**src/adc_pkg.sv**
```systemverilog
`default_nettype none
package adc_pkg;
  localparam int unsigned CH_COUNT = 8;
  localparam logic [2:0] LAST_CHANNEL = 3'h7;
  localparam logic [2:0] GUARD_LO_CHANNEL = 3'h6;
  // 84 sampling cycles out of a 138-cycle conversion
  localparam logic [7:0] SAMPLE_CYCLES = 8'h54;
  localparam logic [7:0] TOTAL_CYCLES = 8'h8A;
  localparam logic [7:0] CONVERT_CYCLES = TOTAL_CYCLES - SAMPLE_CYCLES - 8'h01;

  localparam logic [7:0] ADR_CTRL = 8'h00;
  localparam logic [7:0] ADR_STATUS = 8'h04;
  localparam logic [7:0] ADR_MASK = 8'h08;
  localparam logic [7:0] ADR_CMP = 8'h0C;
  localparam logic [7:0] ADR_LT6 = 8'h10;
  localparam logic [7:0] ADR_UT6 = 8'h14;
  localparam logic [7:0] ADR_LT7 = 8'h18;
  localparam logic [7:0] ADR_UT7 = 8'h1C;
  localparam logic [7:0] ADR_VECTOR = 8'h40;
  localparam logic [2:0] ADR_DATA_HI = 3'h1;

  typedef struct packed {
    logic [2:0] irqLevel;
    logic intTrigEn;
    logic extTrigEn;
    logic powerOn;
    logic [2:0] startChannel;
    logic cont;
    logic conversionRun;
  } ctrl_t;

  localparam ctrl_t CTRL_RESET = 11'h000;
  localparam logic [7:0] UPPER_RESET = 8'hFF;
  localparam logic [7:0] LOWER_RESET = 8'h00;
  localparam logic [3:0] CMP_LOW_ONES = 4'hF;

  // status and mask layout
  localparam int unsigned IRQ_EOC = 0;
  localparam int unsigned IRQ_WDOG = 1;

  localparam logic [1:0] VEC_NONE = 2'h0;
  localparam logic [1:0] VEC_WDOG = 2'h1;
  localparam logic [1:0] VEC_EOC = 2'h2;

  typedef struct packed {
    logic [7:0] upper;
    logic [7:0] lower;
  } window_t;

  typedef enum logic [1:0] {
    IDLE = 2'b00,
    SAMPLE = 2'b01,
    CONVERT = 2'b11,
    STORE = 2'b10
  } seq_state_t;
endpackage
`default_nettype wire

```
**src/adc_result_mem.sv**
```systemverilog
`default_nettype none
module adc_result_mem
  import adc_pkg::*;
(
  input wire logic clk_sys,
  input wire logic rstSyncB,
  input wire logic wrEn,
  input wire logic [2:0] wrAddr,
  input wire logic [7:0] wrData,
  input wire logic [2:0] rdAddr,
  output logic [7:0] rdData
);
  logic [7:0] entry_q [CH_COUNT];
  logic [7:0] rdData_q;

  // each entry keeps only the latest value written to it
  for (genvar i = 0; i < CH_COUNT; i++) begin : g_entry
    always_ff @(posedge clk_sys or negedge rstSyncB) begin
      if (!rstSyncB) begin
        entry_q[i] <= 8'h00;
      end else if (wrEn && wrAddr == 3'(i)) begin
        entry_q[i] <= wrData;
      end
    end
  end

  always_ff @(posedge clk_sys or negedge rstSyncB) begin
    if (!rstSyncB) begin
      rdData_q <= 8'h00;
    end else begin
      rdData_q <= entry_q[rdAddr];
    end
  end

  assign rdData = rdData_q;
endmodule
`default_nettype wire

```
**src/adc_autoscan_sequencer.sv**
```systemverilog
// Behaviour
// - 138 cycles per conversion, 84 sampling
// - results are 8-bit, reference-scaled
// - eight inputs, converted in sequence
// - cont bit selects continuous or single
// - start channel, increment up to 7
// - run bit starts scan to 7
// - single: clear run, raise end event
// - continuous: restart at start channel
// - end event after every channel 7
// - new result overwrites channel data
// - two window comparators flag and interrupt
// - two maskable requests, fixed order, level
// - external or timer trigger starts scan
// - power-on bit clear idles the converter
// - triggers ignored while run bit set
// - in range: below upper, at/above lower
// - watchdog request served before end event
`default_nettype none
module adc_autoscan_sequencer
  import adc_pkg::*;
(
  input wire logic clk_sys,
  input wire logic rst_b,
  input wire logic wb_cyc_i,
  input wire logic wb_stb_i,
  input wire logic wb_we_i,
  input wire logic [7:0] wb_adr_i,
  input wire logic [3:0] wb_sel_i,
  input wire logic [31:0] wb_dat_i,
  output logic [31:0] wb_dat_o,
  output logic wb_ack_o,
  input wire logic extTrigger,
  input wire logic timerTrigger,
  input wire logic [7:0] convResult,
  output logic [2:0] muxChannel,
  output logic sampleHold,
  output logic convActive,
  output logic powerDown,
  output logic irq,
  output logic [2:0] irqLevel
);
  logic rstMeta_q;
  logic rstSyncB;

  always_ff @(posedge clk_sys or negedge rst_b) begin
    if (!rst_b) begin
      rstMeta_q <= 1'b0;
      rstSyncB <= 1'b0;
    end else begin
      rstMeta_q <= 1'b1;
      rstSyncB <= rstMeta_q;
    end
  end

  // bus slave: ack two cycles after the request appears
  logic busReq;
  logic stage_q;
  logic ack_q;
  logic [31:0] datOut_q;
  logic wrStrobe;
  logic [31:0] readMux;

  assign busReq = wb_cyc_i & wb_stb_i;
  assign wrStrobe = busReq & wb_we_i & ack_q;

  always_ff @(posedge clk_sys or negedge rstSyncB) begin
    if (!rstSyncB) begin
      stage_q <= 1'b0;
      ack_q <= 1'b0;
      datOut_q <= 32'h0000_0000;
    end else begin
      stage_q <= busReq & ~stage_q & ~ack_q;
      ack_q <= stage_q;
      if (stage_q) begin
        datOut_q <= readMux;
      end
    end
  end

  assign wb_ack_o = ack_q;
  assign wb_dat_o = datOut_q;

  wire hitCtrl = wb_adr_i == ADR_CTRL;
  wire hitStatus = wb_adr_i == ADR_STATUS;
  wire hitMask = wb_adr_i == ADR_MASK;
  wire hitCmp = wb_adr_i == ADR_CMP;
  wire hitVector = wb_adr_i == ADR_VECTOR;
  wire hitData = wb_adr_i[7:5] == ADR_DATA_HI && wb_adr_i[1:0] == 2'h0;
  wire [2:0] dataIdx = wb_adr_i[4:2];
  wire lane0 = wb_sel_i[0];
  wire lane1 = wb_sel_i[1];

  ctrl_t ctrl_q;
  ctrl_t ctrl_d;
  logic [1:0] status_q;
  logic [1:0] mask_q;
  logic [3:0] cmpFlags_q;
  window_t win_q [2];
  seq_state_t state_q;
  seq_state_t state_d;
  logic [7:0] cycleCnt_q;
  logic [2:0] channel_q;
  logic extPrev_q;
  logic timerPrev_q;
  logic [7:0] memRd;

  // conversion sequencing
  wire phaseDone = cycleCnt_q == 8'h00;
  wire storing = state_q == STORE;
  wire lastChannel = channel_q == LAST_CHANNEL;
  wire scanDone = storing & lastChannel;
  wire [7:0] sample = convResult;

  wire extEdge = ctrl_q.extTrigEn & extTrigger & ~extPrev_q;
  wire timerEdge = ctrl_q.intTrigEn & timerTrigger & ~timerPrev_q;
  // a trigger only starts a scan from rest; once running, continuous mode ignores the rest
  wire trigStart = (extEdge | timerEdge) & ~ctrl_q.conversionRun;

  always_comb begin
    ctrl_d = ctrl_q;
    if (trigStart) begin
      ctrl_d.conversionRun = 1'b1;
    end
    if (scanDone && !ctrl_q.cont) begin
      ctrl_d.conversionRun = 1'b0;
    end
    if (wrStrobe && hitCtrl && lane0) begin
      ctrl_d[7:0] = wb_dat_i[7:0];
    end
    if (wrStrobe && hitCtrl && lane1) begin
      ctrl_d[10:8] = wb_dat_i[10:8];
    end
  end

  always_ff @(posedge clk_sys or negedge rstSyncB) begin
    if (!rstSyncB) begin
      ctrl_q <= CTRL_RESET;
      extPrev_q <= 1'b0;
      timerPrev_q <= 1'b0;
    end else begin
      ctrl_q <= ctrl_d;
      extPrev_q <= extTrigger;
      timerPrev_q <= timerTrigger;
    end
  end

  // powered down or run cleared: abandon the scan at once
  wire goAhead = ctrl_q.conversionRun & ctrl_q.powerOn;

  always_comb begin
    state_d = state_q;
    if (!goAhead) begin
      state_d = IDLE;
    end else begin
      case (state_q)
        IDLE: state_d = SAMPLE;
        SAMPLE: state_d = phaseDone ? CONVERT : SAMPLE;
        CONVERT: state_d = phaseDone ? STORE : CONVERT;
        STORE: state_d = (lastChannel && !ctrl_q.cont) ? IDLE : SAMPLE;
        default: state_d = IDLE;
      endcase
    end
  end

  always_ff @(posedge clk_sys or negedge rstSyncB) begin
    if (!rstSyncB) begin
      state_q <= IDLE;
      cycleCnt_q <= 8'h00;
      channel_q <= 3'h0;
    end else begin
      state_q <= state_d;
      if (state_d == SAMPLE && state_q != SAMPLE) begin
        cycleCnt_q <= SAMPLE_CYCLES - 8'h01;
      end else if (state_d == CONVERT && state_q == SAMPLE) begin
        cycleCnt_q <= CONVERT_CYCLES - 8'h01;
      end else if (!phaseDone) begin
        cycleCnt_q <= cycleCnt_q - 8'h01;
      end
      if (state_q == IDLE) begin
        channel_q <= ctrl_q.startChannel;
      end else if (storing) begin
        channel_q <= lastChannel ? ctrl_q.startChannel : channel_q + 3'h1;
      end
    end
  end

  assign muxChannel = channel_q;
  assign sampleHold = state_q == SAMPLE;
  assign convActive = state_q != IDLE;
  assign powerDown = ~ctrl_q.powerOn;
  assign irqLevel = ctrl_q.irqLevel;

  // result store; conversion wins a same-cycle software write
  wire swDataWr = wrStrobe & hitData & lane0;
  wire memWr = storing | swDataWr;
  wire [2:0] memWrAddr = storing ? channel_q : dataIdx;
  wire [7:0] memWrData = storing ? sample : wb_dat_i[7:0];

  adc_result_mem u_mem (
    .clk_sys(clk_sys),
    .rstSyncB(rstSyncB),
    .wrEn(memWr),
    .wrAddr(memWrAddr),
    .wrData(memWrData),
    .rdAddr(dataIdx),
    .rdData(memRd)
  );

  // window comparators on channels 6 and 7
  logic [3:0] outOfRange;
  for (genvar g = 0; g < 2; g++) begin : g_window
    wire guarded = storing && channel_q == GUARD_LO_CHANNEL + 3'(g);
    assign outOfRange[2*g] = guarded && sample < win_q[g].lower;
    assign outOfRange[2*g+1] = guarded && sample >= win_q[g].upper;
    always_ff @(posedge clk_sys or negedge rstSyncB) begin
      if (!rstSyncB) begin
        win_q[g] <= {UPPER_RESET, LOWER_RESET};
      end else if (wrStrobe && lane0) begin
        if (wb_adr_i == (g == 0 ? ADR_LT6 : ADR_LT7)) begin
          win_q[g].lower <= wb_dat_i[7:0];
        end
        if (wb_adr_i == (g == 0 ? ADR_UT6 : ADR_UT7)) begin
          win_q[g].upper <= wb_dat_i[7:0];
        end
      end
    end
  end

  // sticky events: a set in the clearing cycle survives
  logic [1:0] eventSet;
  logic [1:0] eventClr;
  assign eventSet[IRQ_EOC] = scanDone;
  assign eventSet[IRQ_WDOG] = |outOfRange;
  assign eventClr = (wrStrobe && hitStatus && lane0) ? wb_dat_i[1:0] : 2'h0;
  // comparator flags follow the watchdog bit down once it is really cleared
  wire cmpClr = eventClr[IRQ_WDOG] & ~eventSet[IRQ_WDOG];

  always_ff @(posedge clk_sys or negedge rstSyncB) begin
    if (!rstSyncB) begin
      status_q <= 2'h0;
      mask_q <= 2'h0;
      cmpFlags_q <= 4'h0;
    end else begin
      status_q <= (status_q & ~eventClr) | eventSet;
      if (wrStrobe && hitMask && lane0) begin
        mask_q <= wb_dat_i[1:0];
      end
      cmpFlags_q <= (cmpClr ? 4'h0 : cmpFlags_q) | outOfRange;
    end
  end

  wire [1:0] pending = status_q & mask_q;
  assign irq = |pending;

  // fixed order: watchdog first, end event stays pending behind it
  wire [1:0] vector = pending[IRQ_WDOG] ? VEC_WDOG :
                      pending[IRQ_EOC] ? VEC_EOC : VEC_NONE;

  assign readMux = hitCtrl ? {21'h00_0000, ctrl_q} :
                   hitStatus ? {30'h0000_0000, status_q} :
                   hitMask ? {30'h0000_0000, mask_q} :
                   hitCmp ? {24'h00_0000, cmpFlags_q, CMP_LOW_ONES} :
                   wb_adr_i == ADR_LT6 ? {24'h00_0000, win_q[0].lower} :
                   wb_adr_i == ADR_UT6 ? {24'h00_0000, win_q[0].upper} :
                   wb_adr_i == ADR_LT7 ? {24'h00_0000, win_q[1].lower} :
                   wb_adr_i == ADR_UT7 ? {24'h00_0000, win_q[1].upper} :
                   hitVector ? {30'h0000_0000, vector} :
                   hitData ? {24'h00_0000, memRd} : 32'h0000_0000;
endmodule
`default_nettype wire

```
**config.mk**
```make
export PLATFORM = sky130hd
export DESIGN_NAME = adc_autoscan_sequencer
export DESIGN_NICKNAME = d
export VERILOG_FILES = /design/src/adc_pkg.sv /design/src/adc_result_mem.sv /design/src/adc_autoscan_sequencer.sv
export SDC_FILE = /design/constraint.sdc
export NUM_CORES = 1
export LEC_CHECK = 0
export BUFFER_PORTS_ARGS = -buffer_cell sky130_fd_sc_hd__buf_2
export CAP_MARGIN = 30
export CELL_PAD_IN_SITES_DETAIL_PLACEMENT = 2
export CELL_PAD_IN_SITES_GLOBAL_PLACEMENT = 2
export CORE_MARGIN = 2
export CORE_UTILIZATION = 25
export CTS_CLUSTER_DIAMETER = 120
export CTS_CLUSTER_SIZE = 25
export DETAILED_ROUTE_END_ITERATION = 8
export HOLD_SLACK_MARGIN = 0.05
export PLACE_DENSITY_LB_ADDON = 0.05
export SLEW_MARGIN = 20
export SYNTH_ARGS = -nofsm -noshare
export SYNTH_HDL_FRONTEND = slang
export SYNTH_SLANG_ARGS = --single-unit
```
**constraint.sdc**
```tcl
create_clock -name clk_sys -period 7.3 [get_ports clk_sys]
set_input_delay 1.46 -clock clk_sys [delete_from_list [all_inputs] [get_ports clk_sys]]
set_output_delay 1.46 -clock clk_sys [all_outputs]
set_load 0.05 [all_outputs]
```
After elaboration in Yosys (flattened, before gate mapping) --
Cells that the tools add are included.
Cells by class: add/subtract/negate cells 2, bitwise logic cells 30, $lt $le $gt $ge 5, equality and inequality tests 25, reduce and logical (&&, ||, !) cells 42, multiplexer cells 33
Operator list (number):
- 8-bit two-way mux | 15
- 8-bit by 5-bit equality test with 1-bit output (second input constant) | 4
- 1-bit logical AND | 27
- 8-bit binary-select mux with 3-bit select | 1
- 3-bit equality test (second input constant) | 6
- 8-bit by 4-bit equality test with 1-bit output (second input constant) | 2
- 8-bit greater-or-equal comparator | 2
- 8-bit zero test | 2
- 8-bit less-than comparator | 2
- 1-bit bitwise AND | 15
- 3-bit two-way mux | 4
- 11-bit two-way mux | 1
- 2-bit two-way mux | 5
- 8-bit by 3-bit equality test with 1-bit output (second input constant) | 1
- 8-bit by 7-bit equality test with 1-bit output (second input constant) | 1
- 2-bit case mux with 4 select lines | 1
- 2-bit AND reduction | 4
- 8-bit by 1-bit subtractor with 8-bit output (second input constant) | 1
- 1-bit inverter | 7
- 2-bit equality test (second input constant) | 3
- 3-bit by 1-bit equality test with 1-bit output (second input constant) | 2
- 3-bit by 2-bit equality test with 1-bit output (second input constant) | 2
- 1-bit two-way mux | 5
- 2-bit bitwise AND | 2
- other kinds (18) | 22
Storage, ports and cells: register bits 174, input bits 59, logic and storage cells 170, output and inout port bits 43

Logic depth before layout (Yosys ltp) --
depth in word-level cells 12, gate-level depth with buffers 8, mapped depth without buffers 8

Modules after synthesis --
A second synthesis with hierarchy kept.
Unflattened totals: cells, all modules 686, area, all modules 8129.0 µm²
By module, submodules not included:
- adc_autoscan_sequencer | sequential area each 2047.0 µm², area an instance 4936.0 µm², cells an instance 506, times used 1
- adc_result_mem | sequential area each 1801.7 µm², area an instance 3193.1 µm², cells an instance 180, times used 1

Worst setup path after synthesis --
OpenSTA, ideal clock, no wires.
path type in2reg, start point input port wb_adr_i[1], end point register ctrl_q, in the netlist irqLevel[0], arrival 3.150 ns, path buffers 0, slack 4.025 ns, stages on the path 5, setup time 0.125 ns, data required time 7.175 ns, path through or4_4 or3_4 nor3_4 and3_2 mux2_2
On the way: longest elaborated chain between the ends 3
RTL lines:
- start, declared | line adc_autoscan_sequencer.sv:28 | input wire logic [7:0] wb_adr_i,
- 8-bit zero test | line adc_autoscan_sequencer.sv:84 | wire hitCtrl = wb_adr_i == ADR_CTRL;
- 1-bit logical AND (2 in a row) | line adc_autoscan_sequencer.sv:131 | if (wrStrobe && hitCtrl && lane1) begin
- end signal, assigned | line adc_autoscan_sequencer.sv:142 | ctrl_q <= ctrl_d;
- end, declared | line adc_autoscan_sequencer.sv:94 | ctrl_t ctrl_q;
No other way between the ends. A chain may end at the register's enable or synchronous reset.

Final worst setup path --
start point input port wb_adr_i[3], end point register u_mem.entry_q[46] (netlist bit)
On the way: longest elaborated chain between the ends 3
RTL lines:
- 3-bit two-way mux | line adc_autoscan_sequencer.sv:197 | wire [2:0] memWrAddr = storing ? channel_q : dataIdx;
- 3-bit by 2-bit equality test with 1-bit output | line adc_result_mem.sv:21 | end else if (wrEn && wrAddr == 3'(i)) begin
- 1-bit logical AND | line adc_result_mem.sv:21
- end signal, assigned by index | line adc_result_mem.sv:22 | entry_q[i] <= wrData;
- end, declared | line adc_result_mem.sv:13 | logic [7:0] entry_q [CH_COUNT];
No other way between the ends.

==> qor.yml <==
outcome:
  run_status: "finished, final reports clean"
floorplanning:
  design.core.area_sq_um: 31720
  design.portCount: 102
  rows: 65
  die-height_microns: 184.1
  die_w_microns: 184.1
  design.die.area_sq_um: 33890
  initial_core_util_pct: 25.57
flow_run:
  cap_violations: 0
drt:
  ant_nets: 0
  m1WireLength_microns: 12970
  drc_errors: 0
  drt_pre_antenna_iters: 4
  drt_iter0_drc: 214
  wl_met3_microns: 725
  via_per_inst: 4.873
  dr.max_layer_used: "met4"
  routed_wl_microns: 27480
  vias: 5935
  route.detailed.wl_per_inst_microns: 22.56
  routed-wl-met2_microns: 13410
yosys:
  synth_warn: 0
  synth_enable_flop_cells: 0
  synth_seq_cells: 153
  post_synthesis_cell_type_count: 62
  synth_area_per_cell_sq_um: 10.86
  synth_async_sr_flop_share_pct: 100.0
  synthFlopType: "sky130_fd_sc_hd__dfrtp_1"
  syn-instance-count: 747
  synth_seq_area_share_pct: 47.46
  mappedNetlistArea_sq_um: 8109
clock_network:
  cts.repair_timing.setup_buffer_count: 0
  cts_tree: "built"
  cts-buffers-inserted: 17
  ctsRootBufferMaster: "sky130_fd_sc_hd__clkbuf_16"
  clock_path_buffers: 2
  cts_htree_levels: 4
  clkLatencyLatePin_ns: 0.44
  hold_buffers: 0
  cts_num_sinks: 153
  cts_resized: 0
  clk_pin_slew_ns: 0.07
finish:
  layoutNonFillerInstCount: 1218
  drive_gt1_share_pct: 29.41
  nNetsFinal: 898
  area_growth_syn_to_layout_pct: 15.49
  num-fill-cells: 3455
  mostFrequentLayoutCells: "sky130_fd_sc_hd__dfrtp_1 (136), sky130_fd_sc_hd__nand2_1 (90), sky130_fd_sc_hd__mux2_2 (89), sky130_fd_sc_hd__o21ai_0 (60), sky130_fd_sc_hd__buf_2 (57)"
  antennaDiodeCount: 0
  layout_commonest_cell: "sky130_fd_sc_hd__dfrtp_1"
sta:
  tightest_slew_ns: 0.8239
  timing.clock.skew_ns: 0.01254
  maxClockFrequency_mhz: 281.1
  period_share_pct: 48.73
  setup_repair_after_global_routing_missed_its_margin: "false"
  final_number_of_max_transition_violations: 0
  worst_slack_ns: 3.743
  min_period_ns: 3.557
  final_number_of_hold_violating_endpoints: 0
  max_slew_margin_pct: 45.07
  setup-violations-final: 0
  finalSetupTns_ns: 0
placed_design:
  numPlacedInstances: 1186
  dp_hpwl_microns: 20330
  port-buffer-count: 57
  gpl.final_weighted_congestion: 0.7312
  post-place-ws_ns: 3.212
global_route:
  grt_max_degree: 63
  grt_remaining_overflow: 0
  first_global_vias: 6760
  antenna_violations_before_repair: 0
  grt_usage_pct: 17.21
  grt_pass1_wl_microns: 42690
setup_path:
  critPathSlowestCell: "sky130_fd_sc_hd__nor2b_2"
  rr_worst_depth: 4
  critical_path_required_ns: 7.62
  path_cells: "buf_2 -> buf_4 -> nand3_1 -> o21ai_1 -> nor2b_2 -> mux2_2"
  cp-start-kind: "input port"
  worst_path_largest_cell_delay_ns: 0.61
  critPathMaxFanout: 24
  worst_setup_path_end_kind: "flip-flop"
  worstSetupPathType: "in -> reg"
  cp.arrival_ns: 3.88
pwr:
  worst_ir_drop_vdd_uv: 159.7
  finalPower_uw: 2037
  p_leak_uw: 0.004465
  power_density_nw_per_um2: 217.5
hold_path:
  holdCritPathClass: "reg -> async"
cell usage after synthesis, types with 3 or more instances:
library cell | count | area, sq um
sky130_fd_sc_hd__a211oi_1 | 3 | 22.52
sky130_fd_sc_hd__a21o_1 | 4 | 30.03
sky130_fd_sc_hd__a21oi_1 | 35 | 175.2
sky130_fd_sc_hd__a221oi_1 | 5 | 43.79
sky130_fd_sc_hd__a22oi_1 | 3 | 22.52
sky130_fd_sc_hd__a31oi_1 | 4 | 25.02
sky130_fd_sc_hd__and2_1 | 4 | 25.02
sky130_fd_sc_hd__buf_2 | 9 | 45.04
sky130_fd_sc_hd__buf_4 | 24 | 180.2
sky130_fd_sc_hd__clkbuf_1 | 17 | 63.81
sky130_fd_sc_hd__dfrtp_1 | 137 | 3428
sky130_fd_sc_hd__dfstp_2 | 16 | 420.4
sky130_fd_sc_hd__ha_1 | 35 | 437.9
sky130_fd_sc_hd__inv_1 | 43 | 161.4
sky130_fd_sc_hd__mux2_2 | 89 | 1002
sky130_fd_sc_hd__mux2i_1 | 4 | 40.04
sky130_fd_sc_hd__mux4_2 | 17 | 382.9
sky130_fd_sc_hd__nand2_1 | 90 | 337.8
sky130_fd_sc_hd__nand2b_1 | 8 | 50.05
sky130_fd_sc_hd__nand3_1 | 15 | 75.07
sky130_fd_sc_hd__nand4_1 | 6 | 37.54
sky130_fd_sc_hd__nor2_1 | 31 | 116.4
sky130_fd_sc_hd__nor2b_1 | 9 | 56.30
sky130_fd_sc_hd__nor3_1 | 11 | 55.05
sky130_fd_sc_hd__nor3_2 | 3 | 30.03
sky130_fd_sc_hd__nor3b_1 | 4 | 30.03
sky130_fd_sc_hd__nor4_1 | 4 | 25.02
sky130_fd_sc_hd__o211ai_1 | 5 | 37.54
sky130_fd_sc_hd__o21ai_0 | 60 | 300.3
sky130_fd_sc_hd__xnor2_1 | 4 | 35.03
flip-flops by register name, indices dropped and copies added, names as in the netlist, 2 cells and up:
name and flops:
win_q 32, cmpFlags_q 4, cycleCnt_q 8, state_q 2, wb_dat_o 11, irqLevel 3, ctrl_q 8, mask_q 2
u_mem.rdData 8, muxChannel 3, u_mem.entry_q 64, status_q 2
metrics by stage:
step	cell area, sq um	util, %	hold WS [ns]
floorplan	8184	-	0.3312
global placement	8755	27.60	0.3022
detailed placement	8776	27.67	0.3247
CTS	9354	29.49	0.3307
global route	9365	29.53	0.3431
finish	9365	29.53	0.2957
critical path, delay by kind of cell:
kind                   cells  cell delay [ns]
AO/OA/AOI/OAI              1             0.32
buffers and inverters      2             0.92
multiplexers               1             0.41
AND/OR/NAND/NOR            2             0.73
path summary, 6_finish.rpt:
check	startpoint	end	slack, ns
worst min register to register	rstSyncB$_DFF_PN0_	u_mem.entry_q[11]$_DFFE_PN0P_	0.30
min in group clk_sys	rstMeta_q$_DFF_PN0_	rstSyncB$_DFF_PN0_	0.36
worst min-delay path	rstSyncB$_DFF_PN0_	u_mem.entry_q[11]$_DFFE_PN0P_	0.30
worst max-delay path	wb_adr_i[3]	u_mem.entry_q[46]$_DFFE_PN0P_	3.74
worst max register to register	state_q[0]$_DFF_PN0_	u_mem.entry_q[53]$_DFFE_PN0P_	4.65
max in group asynchronous	rstSyncB$_DFF_PN0_	wb_dat_o[9]$_DFFE_PN0P_	5.79
kinds of logic (layout without fill, tap and decap cells):
kind of cell	after synthesis	in the layout	share of synthesized area (%)
adders and majority gates	35	35	5.400
AOI/OAI and AO/OA	143	143	10.57
other	2	22	0.09261
xor gates and xnor gates	6	6	0.6480
muxes	110	110	17.57
DFF	153	153	47.46
and+or+nand+nor	203	203	12.61
buffers and inverters	95	144	5.647
routing by layer:
| layer | vias up | global-route usage [%] |
|---|---|---|
| met2 | 89 | 28.92 |
| li1 | 2728 | - |
| met3 | 21 | 3.082 |
| met5 | - | 0 |
| met1 | 3097 | 22.78 |
| met4 | 0 | 4.640 |
area by class of cell:
| cell class | instances | area [sq um] | area share (%) |
|---|---|---|---|
| well taps | 402 | 503.0 | 5.371 |
| clock inverters | 11 | 111.4 | 1.189 |
| flip-flops and latches | 153 | 3852 | 41.14 |
| clock buffers | 20 | 466.7 | 4.983 |
| inverters | 43 | 161.4 | 1.723 |
| multi-input cells | 519 | 3880 | 41.43 |
| repair buffers | 70 | 390.4 | 4.168 |
report_power, final:
group / total, uW / leakage, uW / internal (uW) / switching (uW)
logic: 228 / 0.00225 / 68.1 / 160
registers: 918 / 0.00193 / 883 / 34.8
clock network: 891 / 0.000280 / 500 / 391
Power figures use the tool's default switching activity.
